### config.mk
export PLATFORM = sky130hd
export DESIGN_NAME = ssdl_device_flat
export DESIGN_NICKNAME = d
export VERILOG_FILES = /design/src/ssdl_pkg.sv /design/src/ssdl_link_if.sv /design/src/ssdl_device.sv /design/src/flat_wrapper.sv
export SDC_FILE = /design/constraint.sdc
export NUM_CORES = 1
export LEC_CHECK = 0
export BUFFER_PORTS_ARGS = -buffer_cell sky130_fd_sc_hd__buf_2
export CAP_MARGIN = 20
export CELL_PAD_IN_SITES_DETAIL_PLACEMENT = 0
export CELL_PAD_IN_SITES_GLOBAL_PLACEMENT = 1
export CORE_MARGIN = 4
export CORE_UTILIZATION = 39
export CTS_CLUSTER_SIZE = 16
export DETAILED_ROUTE_END_ITERATION = 10
export MAX_ROUTING_LAYER = met4
export PLACE_DENSITY_LB_ADDON = 0.1
export SLEW_MARGIN = 20
export SYNTH_ARGS = -nofsm -noshare
export SYNTH_HDL_FRONTEND = slang
export SYNTH_SLANG_ARGS = --single-unit
### constraint.sdc
create_clock -name core_clk_in -period 11.21 [get_ports core_clk_in]
set_input_delay 2.242 -clock core_clk_in [delete_from_list [all_inputs] [get_ports core_clk_in]]
set_output_delay 2.242 -clock core_clk_in [all_outputs]
set_load 0.05 [all_outputs]
### src/ssdl_pkg.sv
// Package: shared constants for the divider-load serial port
`default_nettype none
package ssdl_pkg;
   // ----------------------------------------
   // Frame layout
   // ----------------------------------------
   localparam int FRAME_BITS = 25;
   localparam int DATA_LSB = 0;
   localparam int DATA_MSB = 15;
   localparam int REG_LSB = 16;
   localparam int REG_MSB = 20;
   localparam int DEV_LSB = 21;
   localparam int DEV_MSB = 24;
   // Chip code value is arbitrary
   localparam logic [3:0] DEV_CODE = 4'h5;
   // ----------------------------------------
   // Register addresses (chosen)
   // ----------------------------------------
   localparam logic [4:0] ADDR_REF_DIV = 5'h00;
   localparam logic [4:0] ADDR_FB_LOW = 5'h01;
   localparam logic [4:0] ADDR_FB_HIGH = 5'h02;
   localparam logic [15:0] REF_DIV_RESET = 16'h0001;
   localparam logic [15:0] FB_LOW_RESET = 16'h0000;
   localparam logic [15:0] FB_HIGH_RESET = 16'h0000;
   // ----------------------------------------
   // Host APB registers (chosen)
   // ----------------------------------------
   localparam logic [7:0] APB_CMD = 8'h00;
   localparam logic [7:0] APB_STATUS = 8'h04;
   localparam logic [7:0] APB_CLKDIV = 8'h08;
   localparam logic [7:0] CLKDIV_RESET = 8'h04;
   // ----------------------------------------
   // Timing: least times on the serial lines
   // ----------------------------------------
   localparam int CLK_PERIOD_NS = 8;
   localparam int T_ENABLE_HIGH_NS = 10;
   localparam int T_FALL_TO_LOAD_NS = 20;
   localparam int ENABLE_HIGH_CYC = (T_ENABLE_HIGH_NS + CLK_PERIOD_NS - 1) / CLK_PERIOD_NS;
   localparam int FALL_TO_LOAD_CYC = (T_FALL_TO_LOAD_NS + CLK_PERIOD_NS - 1) / CLK_PERIOD_NS;
   typedef enum logic [1:0]
   {
      SSDL_IDLE = 2'b00,
      SSDL_SHIFT = 2'b01,
      SSDL_GAP = 2'b10,
      SSDL_LOAD = 2'b11
   } ssdl_state_t;
endpackage
`default_nettype wire

### src/ssdl_link_if.sv
// Interface: three-wire write-only serial link
`default_nettype none
interface ssdl_link_if;
   logic serial_clk;
   logic serial_data;
   logic load_strobe;
   modport host (output serial_clk, output serial_data, output load_strobe);
   modport device (input serial_clk, input serial_data, input load_strobe);
endinterface
`default_nettype wire

### src/ssdl_device.sv
// Device end: serial receiver, divider registers and divider/lock logic
// Overview of operation
// - Three host-driven lines, no readback
// - Each frame is exactly 25 bits
// - Low sixteen bits carry data
// - Bits 20 to 16 register address
// - Top four bits device code, checked
// - Reference and two feedback registers
// - Registers: 16 data bits, address above
// - Reference register sets comparison rate
// - High feedback bits 1:0 are MSBs
// - Low feedback register gives sixteen LSBs
// - Host keeps reference ratio 1..2047
// - Main and swallow counts for a dual-modulus prescaler
// - Lock output high while locked
//
// Local design decisions: the register addresses and the APB slave port.
`default_nettype none
module ssdl_device
   import ssdl_pkg::*;
#(
   parameter int LOCK_COUNT = 16,
   parameter int LOCK_WINDOW = 2
)
(
   input wire logic core_clk_in,
   input wire logic reset_n_in,
   ssdl_link_if.device link,
   input wire logic ref_clk_in,
   input wire logic vco_clk_in,
   input wire logic prescaler_sel_in,
   output logic [15:0] ref_div_out,
   output logic [17:0] fb_div_out,
   output logic [12:0] main_count_out,
   output logic [4:0] swallow_count_out,
   output logic lock_indicator_out
);
   initial
   begin
      if (LOCK_COUNT < 1 || LOCK_COUNT > 255 || LOCK_WINDOW < 1 || LOCK_WINDOW > 255)
      begin
         $error("ssdl_device: bad lock parameters");
      end
   end
   // ----------------------------------------
   // Input synchronisers
   // ----------------------------------------
   logic [5:0] s1_q, s1_d, s2_q, s2_d, s3_q, s3_d;
   always_comb
   begin
      s1_d = {prescaler_sel_in, vco_clk_in, ref_clk_in, link.load_strobe, link.serial_data,
         link.serial_clk};
      s2_d = s1_q;
      s3_d = s2_q;
   end
   always_ff @(posedge core_clk_in or negedge reset_n_in)
   begin
      if (!reset_n_in)
      begin
         s1_q <= 6'h00;
         s2_q <= 6'h00;
         s3_q <= 6'h00;
      end
      else
      begin
         s1_q <= s1_d;
         s2_q <= s2_d;
         s3_q <= s3_d;
      end
   end
   logic sclk_rise, load_rise, ref_rise, vco_rise;
   always_comb
   begin
      sclk_rise = s2_q[0] & ~s3_q[0];
      load_rise = s2_q[2] & ~s3_q[2];
      ref_rise = s2_q[3] & ~s3_q[3];
      vco_rise = s2_q[4] & ~s3_q[4];
   end
   // ----------------------------------------
   // Serial shift and commit
   // ----------------------------------------
   logic [24:0] shift_q, shift_d;
   logic [5:0] count_q, count_d;
   logic [15:0] ref_q, ref_d, fbl_q, fbl_d, fbh_q, fbh_d;
   logic [3:0] dev_f;
   logic [4:0] reg_f;
   always_comb
   begin
      shift_d = shift_q;
      count_d = count_q;
      ref_d = ref_q;
      fbl_d = fbl_q;
      fbh_d = fbh_q;
      dev_f = shift_q[DEV_MSB:DEV_LSB];
      reg_f = shift_q[REG_MSB:REG_LSB];
      if (sclk_rise && !s2_q[2])
      begin
         shift_d = {shift_q[23:0], s2_q[1]};
         if (count_q != 6'h3f)
         begin
            count_d = count_q + 6'h01;
         end
      end
      if (load_rise)
      begin
         count_d = 6'h00;
         // full frame and matching code only
         if (count_q == 6'(FRAME_BITS) && dev_f == DEV_CODE)
         begin
            if (reg_f == ADDR_REF_DIV)
            begin
               ref_d = shift_q[DATA_MSB:DATA_LSB];
            end
            else if (reg_f == ADDR_FB_LOW)
            begin
               fbl_d = shift_q[DATA_MSB:DATA_LSB];
            end
            else if (reg_f == ADDR_FB_HIGH)
            begin
               fbh_d = shift_q[DATA_MSB:DATA_LSB];
            end
         end
      end
   end
   always_ff @(posedge core_clk_in or negedge reset_n_in)
   begin
      if (!reset_n_in)
      begin
         shift_q <= 25'h0000000;
         count_q <= 6'h00;
         ref_q <= REF_DIV_RESET;
         fbl_q <= FB_LOW_RESET;
         fbh_q <= FB_HIGH_RESET;
      end
      else
      begin
         shift_q <= shift_d;
         count_q <= count_d;
         ref_q <= ref_d;
         fbl_q <= fbl_d;
         fbh_q <= fbh_d;
      end
   end
   // ----------------------------------------
   // Divider values and counters
   // ----------------------------------------
   logic [17:0] n_val;
   logic [5:0] p_val;
   logic [12:0] m_val;
   logic [4:0] s_val;
   always_comb
   begin
      n_val = {fbh_q[1:0], fbl_q};
      // N = P*M - S, so M = ceil(N/P), S = P*M - N
      if (s2_q[5])
      begin
         p_val = 6'h20;
         m_val = 13'(n_val[17:5] + {12'h000, |n_val[4:0]});
         s_val = 5'((~n_val[4:0]) + 5'h01);
      end
      else
      begin
         p_val = 6'h10;
         m_val = 13'(n_val[16:4] + {12'h000, |n_val[3:0]});
         s_val = {1'b0, 4'((~n_val[3:0]) + 4'h1)};
      end
   end
   // Divide the sampled ref and vco edges; 11-bit ref counter
   logic [10:0] rcnt_q, rcnt_d;
   logic [17:0] ncnt_q, ncnt_d;
   logic rpulse, npulse;
   always_comb
   begin
      rpulse = 1'b0;
      npulse = 1'b0;
      rcnt_d = rcnt_q;
      ncnt_d = ncnt_q;
      if (ref_rise)
      begin
         if (rcnt_q + 11'h001 >= ref_q[10:0])
         begin
            rcnt_d = 11'h000;
            rpulse = 1'b1;
         end
         else
         begin
            rcnt_d = rcnt_q + 11'h001;
         end
      end
      if (vco_rise)
      begin
         if (ncnt_q + 18'h00001 >= n_val)
         begin
            ncnt_d = 18'h00000;
            npulse = 1'b1;
         end
         else
         begin
            ncnt_d = ncnt_q + 18'h00001;
         end
      end
   end
   // ----------------------------------------
   // Lock detector
   // ----------------------------------------
   logic [7:0] gap_q, gap_d, good_q, good_d;
   logic pend_q, pend_d, lock_q, lock_d;
   always_comb
   begin
      gap_d = gap_q;
      good_d = good_q;
      pend_d = pend_q;
      lock_d = lock_q;
      if (pend_q && gap_q != 8'hff)
      begin
         gap_d = gap_q + 8'h01;
      end
      if (rpulse ^ npulse)
      begin
         if (!pend_q)
         begin
            pend_d = 1'b1;
            gap_d = 8'h00;
         end
         else
         begin
            pend_d = 1'b0;
         end
      end
      if ((rpulse && npulse) || (pend_q && (rpulse ^ npulse)))
      begin
         if (rpulse && npulse || gap_q < 8'(LOCK_WINDOW))
         begin
            if (good_q != 8'(LOCK_COUNT))
            begin
               good_d = good_q + 8'h01;
            end
            else
            begin
               lock_d = 1'b1;
            end
         end
         else
         begin
            good_d = 8'h00;
            lock_d = 1'b0;
         end
      end
      else if (pend_q && gap_q >= 8'(LOCK_WINDOW))
      begin
         good_d = 8'h00;
         lock_d = 1'b0;
      end
   end
   always_ff @(posedge core_clk_in or negedge reset_n_in)
   begin
      if (!reset_n_in)
      begin
         rcnt_q <= 11'h000;
         ncnt_q <= 18'h00000;
         gap_q <= 8'h00;
         good_q <= 8'h00;
         pend_q <= 1'b0;
         lock_q <= 1'b0;
         ref_div_out <= REF_DIV_RESET;
         fb_div_out <= 18'h00000;
         main_count_out <= 13'h0000;
         swallow_count_out <= 5'h00;
         lock_indicator_out <= 1'b0;
      end
      else
      begin
         rcnt_q <= rcnt_d;
         ncnt_q <= ncnt_d;
         gap_q <= gap_d;
         good_q <= good_d;
         pend_q <= pend_d;
         lock_q <= lock_d;
         ref_div_out <= ref_q;
         fb_div_out <= n_val;
         main_count_out <= m_val;
         swallow_count_out <= s_val;
         lock_indicator_out <= lock_q;
      end
   end
   logic unused_p;
   assign unused_p = ^{p_val, s3_q[5], s3_q[1]};
endmodule // ssdl_device
`default_nettype wire

### src/flat_wrapper.sv
// flat-port wrapper written by rule: the top's interface ports become plain ports
module ssdl_device_flat import ssdl_pkg::*;
#(
   parameter int LOCK_COUNT = 16,
   parameter int LOCK_WINDOW = 2
)
  (core_clk_in, reset_n_in, ref_clk_in, vco_clk_in, prescaler_sel_in, ref_div_out, fb_div_out, main_count_out, swallow_count_out, lock_indicator_out, link_serial_clk, link_serial_data, link_load_strobe);
  ssdl_link_if link_i ();
  input wire logic core_clk_in;
  input wire logic reset_n_in;
  input wire logic ref_clk_in;
  input wire logic vco_clk_in;
  input wire logic prescaler_sel_in;
  output logic [15:0] ref_div_out;
  output logic [17:0] fb_div_out;
  output logic [12:0] main_count_out;
  output logic [4:0] swallow_count_out;
  output logic lock_indicator_out;
  input wire logic [$bits(link_i.serial_clk)-1:0] link_serial_clk;
  input wire logic [$bits(link_i.serial_data)-1:0] link_serial_data;
  input wire logic [$bits(link_i.load_strobe)-1:0] link_load_strobe;
  assign link_i.serial_clk = link_serial_clk;
  assign link_i.serial_data = link_serial_data;
  assign link_i.load_strobe = link_load_strobe;
  ssdl_device #(.LOCK_COUNT(LOCK_COUNT), .LOCK_WINDOW(LOCK_WINDOW)) u_core (.core_clk_in(core_clk_in), .reset_n_in(reset_n_in), .link(link_i), .ref_clk_in(ref_clk_in), .vco_clk_in(vco_clk_in), .prescaler_sel_in(prescaler_sel_in), .ref_div_out(ref_div_out), .fb_div_out(fb_div_out), .main_count_out(main_count_out), .swallow_count_out(swallow_count_out), .lock_indicator_out(lock_indicator_out));
endmodule
# After elaboration in Yosys (flattened, before gate mapping)
# Cells that the tools add are included.
# Widths: inputs -> output; s select.
# totals
reg_bits	182
wordCells	98
# classes
addsub	9
order_cmp	4
n_eq_ne	9
muxes	23
bitwise	13
reduce_logical	21
# op_table
cell	count
$mux 8	7
$add 13x1->13	2
$add 18x1->18 const B	1
$ge 18x18->1	1
$mux 18	1
$mux 6	3
$add 8x1->8 const B	2
$mux 13	1
$add 11x1->11 const B	1
$ge 11x11->1	1
$mux 11	1
$mux 1	9
$ge 8x2->1 const B	1
$lt 8x2->1 const B	1
$ne 8x5->1 const B	1
$ne 8x8->1 const B	1
$add 6x1->6 const B	1
$eq 6x5->1 const B	1
$logic_and 1x1->1	6
$ne 3x3->1 const B	2
$ne 6x6->1 const B	1
$not 1->1	6
$reduce_and 2->1	3
$reduce_bool 2->1	3
18 further kinds	22

# Depth between registers and ports, before layout
# logic_depth
depth_word	9
mapped_depth	19

# Least setup slack after synthesis
# OpenSTA, ideal clock, no wires.
# synth_path
path_kind	reg-to-reg
start	register u_core.ncnt_q[0]
end	register u_core.gap_q[0]
arrival_ps	3602
path_slack_ps	7483
path_stages_with_launch	18
period_less_slack_ps	3727
path_cell_list	dfrtp_1 > ha_1 > nand3_1 > nor4_4 > nand3_1 > xnor2_1 > ha_1 > nand4_1 > nor2_1 > nand4_1 > o221ai_1 > clkbuf_1 > and2_1 > ha_1 > nor2b_1 > clkbuf_1 > nor2_1 > mux2_2
# synth_between
elab_chain_len	6
# synth_lines
element	line	rtl
from (decl)	ssdl_device.sv:170	logic [17:0] ncnt_q, ncnt_d;
from (signal assigned)	ssdl_device.sv:274	ncnt_q <= ncnt_d;
$add 18x1->18	ssdl_device.sv:192	if (ncnt_q + 18'h00001 >= n_val)
$ge 18x18->1	ssdl_device.sv:192	
$mux 1	ssdl_device.sv:192	
$mux 1	ssdl_device.sv:190	if (vco_rise)
$xor 1x1->1	ssdl_device.sv:218	if (rpulse ^ npulse)
$mux 8	ssdl_device.sv:218	
via u_core.gap_d[0]	ssdl_device.sv:206	logic [7:0] gap_q, gap_d, good_q, good_d;
to (signal assigned)	ssdl_device.sv:275	gap_q <= gap_d;
to (decl)	ssdl_device.sv:206	
# The timed path passes the listed nets, and every way through them passes these cells.
# A chain may end at the register's enable or synchronous reset.

# Worst setup path in the final report
# Same ends and word-level chain as after synthesis.

==> reports/results.ini <==
[run_status]
status = finished clean

[yosys]
synth_top_cell_area_share_pct = 54.1
synth_flop_cell = dfrtp_1
synth_xor_area_share_pct = 5.42
syn-num-nets = 796
async_flop_share_pct = 100
ys_seq_area_share_pct = 54.7
syn_inst = 744
synth-edff-count = 0
synth-simple-area-share_pct = 14.4
synthDistinctLibCells = 58
synth_top_family_by_area = simple AND/OR/NAND/NOR gates
synth_common_cells = dfrtp_1 (178), nand2_1 (77), o21ai_0 (55)
yosys.area_share.adder_pct = 6.68
synth_area_leaders = dfrtp_1 (54%), ha_1 (6.7%), mux2_2 (4.9%), nand2_1 (3.5%), xnor2_1 (3.5%)
avgSynthCellArea_sq_um = 11.1
synth.most_common_cell = dfrtp_1
ys_ff_latch = 180
synth_top_area_cell = dfrtp_1
synth-compound-area-share_pct = 10.8
muxShareOfSynthArea_pct = 4.92
yosys_warnings = 0
synth_area_sq_mm = 0.00824

[cts]
ctsHoldBuffers = 0
insertion_delay_ns = 0.42
clock_sinks = 180
cts_buffers = 17
root_buffer = clkbuf_16
cts_resized = 0
clk_path_buf_depth = 2
h-tree-depth = 4
postCtsSetupBuffers = 0
tritoncts = done
path_clk_slew_ns = 0.07

[worst_setup_path]
worst-path-buf-inv = 1
path_cells = ha_1, nand3_1, nor4_4, nand3_1, xnor2_1, ha_1, nand4_1, nor2_1, nand4_1, o221ai_1, buf_4, and2_1, ha_1, nor2b_1, nor2_1, mux2_2
worstSetupEndpointType = register
crit_slowest_cell = nor2b_1
crit_family = simple AND/OR/NAND/NOR gates
crit_top_cell = ha_1
cp-start-kind = register
required_ns = 11.52
crit_type = register to register
cp.arrival_ns = 4.62
critPathMaxStageDelay_ns = 0.54
cp_max_fo = 20

[timing]
max_slew_margin_pct = 35.2
setup_viol = 0
rsz0062_at_grt = no
min_period_over_period_pct = 38.4
final.setup_skew_ns = 0.00878
slew_violations = 0
worst_slack_ns = 6.90
timing.fmax_mhz = 232
min_period_ns = 4.31
worst_pin_slew_ns = 0.972
hold_viol = 0
final.setup.tns_ns = 0

[final_layout]
drive_above_1_share_pct = 18.9
area.growth.synth_to_final_pct = 13.9
nets = 854
diodes = 0
num-fill-cells = 1951

[global_route]
antenna_found_initial = 0
grt_pass1_wl_mm = 29.6
grt_max_degree = 110
grt_pass1_vias = 5727
track_usage_pct = 15.9
grt-ovfl-total = 0

[floorplan]
core.rowCount = 52
die_h_microns = 153
pin_count = 61
dieWidth_microns = 153
coreArea_sq_mm = 0.0205
start_util_pct = 40.2
dieArea_sq_mm = 0.0235

[routing]
route.final.wire_length_mm = 17.2
drtAntennaViolNets = 0
vias = 5502
routedWlPerCell_microns = 15.8
vias_per_cell = 5.07
drc = 0
drt-initial-drc-count = 256
dr.pass1.iters = 4

[power_and_ir_drop]
leakage_nw = 4.52
p_per_area_mw_per_mm2 = 150
ir_drop_mv = 0.0842

[placement]
port_buffers = 60
hpwl_mm = 12.2
place.gp.congestion = 0.808
post-place-ws_ns = 6.92

[hold_path]
hp-class = register to register

[flow_run]
cap_violations = 0

## path summary, 6_finish.rpt
check                                      start              end  slack (ns)  depth (start not counted)
worst max-delay path            u_core.ncnt_q[0]  u_core.gap_q[0]        6.90                         16
worst min-delay path              u_core.s1_q[3]   u_core.s2_q[3]        0.35                          0
worst max register to register  u_core.ncnt_q[0]  u_core.gap_q[0]        6.90                         16
worst min register to register    u_core.s1_q[3]   u_core.s2_q[3]        0.35                          0
max in group asynchronous             reset_n_in  u_core.fbl_q[8]        7.79                          2
min in group asynchronous             reset_n_in   u_core.s2_q[5]        1.93                          1
## per-stage QoR
| stage | power, mW | hold WS [ns] | util (%) | cells | cell area (sq um) |
|---|---|---|---|---|---|
| finish | 1.41 | 0.351 | 45.8 | 1085 | 9390 |
| global placement | 0.853 | 0.335 | 43.1 | 1053 | 8830 |
| floorplan | 0.812 | 0.331 | - | 744 | 8240 |
| CTS | 1.44 | 0.354 | 45.8 | 1085 | 9380 |
| global route | 1.49 | 0.359 | 45.8 | 1085 | 9390 |
| detailed placement | 0.859 | 0.336 | 43.1 | 1053 | 8830 |
## placed cells by master, fill, tap and decap left out, drive strengths merged, types with 12 or more instances in the layout
cell type / instances
o21ai: 67
a22o: 15
mux2: 36
xor2: 18
ha: 44
a21oi: 20
inv: 45
dfrtp: 178
nor2: 43
clkbuf: 20
and3: 12
nand4: 15
buf: 65
nand3: 27
xnor2: 33
nand2: 77
## sequential cells by signal (all words and copies together), names as in the netlist, 11 cells and up
signal,cells
u_core.fb_div_out,18
u_core.fbl_q,16
u_core.main_count_out,13
u_core.ncnt_q,18
u_core.rcnt_q,11
u_core.ref_div_out,16
u_core.ref_q,16
u_core.shift_q,25
## power by group
group	total, mW	switching, mW	internal (mW)
Clock	0.568	0.258	0.310
Combinational	0.124	0.0687	0.0548
Sequential	0.720	0.0406	0.679
## metal layers
| layer | routed length, microns | vias up | track usage (%) |
|---|---|---|---|
| li1 | - | 2695 | - |
| met1 | 8210 | 2728 | 20.8 |
| met2 | 8290 | 65 | 25.2 |
| met3 | 508 | 14 | 3.31 |
| met4 | 191 | 0 | 4.50 |
| met5 | 0 | - | - |
## layout make-up
cell class | instances | area, sq um | share of cell area [%]
Clock buffer | 19 | 433 | 4.61
Clock inverter | 13 | 123 | 1.31
Inverter | 39 | 146 | 1.56
Multi-Input combinational cell | 498 | 3480 | 37.1
Sequential cell | 180 | 4510 | 48.0
Tap cell | 270 | 338 | 3.60
Timing Repair Buffer | 66 | 354 | 3.77
## cell families after synthesis
kind of cell | after synthesis
simple gates | 230
flops | 180
compound gates | 137
buf+inv | 66
xor+xnor | 51
fa+ha+maj | 44
mux | 36
## worst reg2reg max path: stages, from the launching register on
cell	delay [ns]
dfrtp_1	0.42
ha_1	0.28
nand3_1	0.24
nor4_4	0.44
nand3_1	0.20
xnor2_1	0.16
ha_1	0.28
nand4_1	0.12
nor2_1	0.15
nand4_1	0.10
o221ai_1	0.17
buf_4	0.27
and2_1	0.19
ha_1	0.29
nor2b_1	0.55
nor2_1	0.08
mux2_2	0.27
Note: power is estimated with default switching activity, not from simulation.
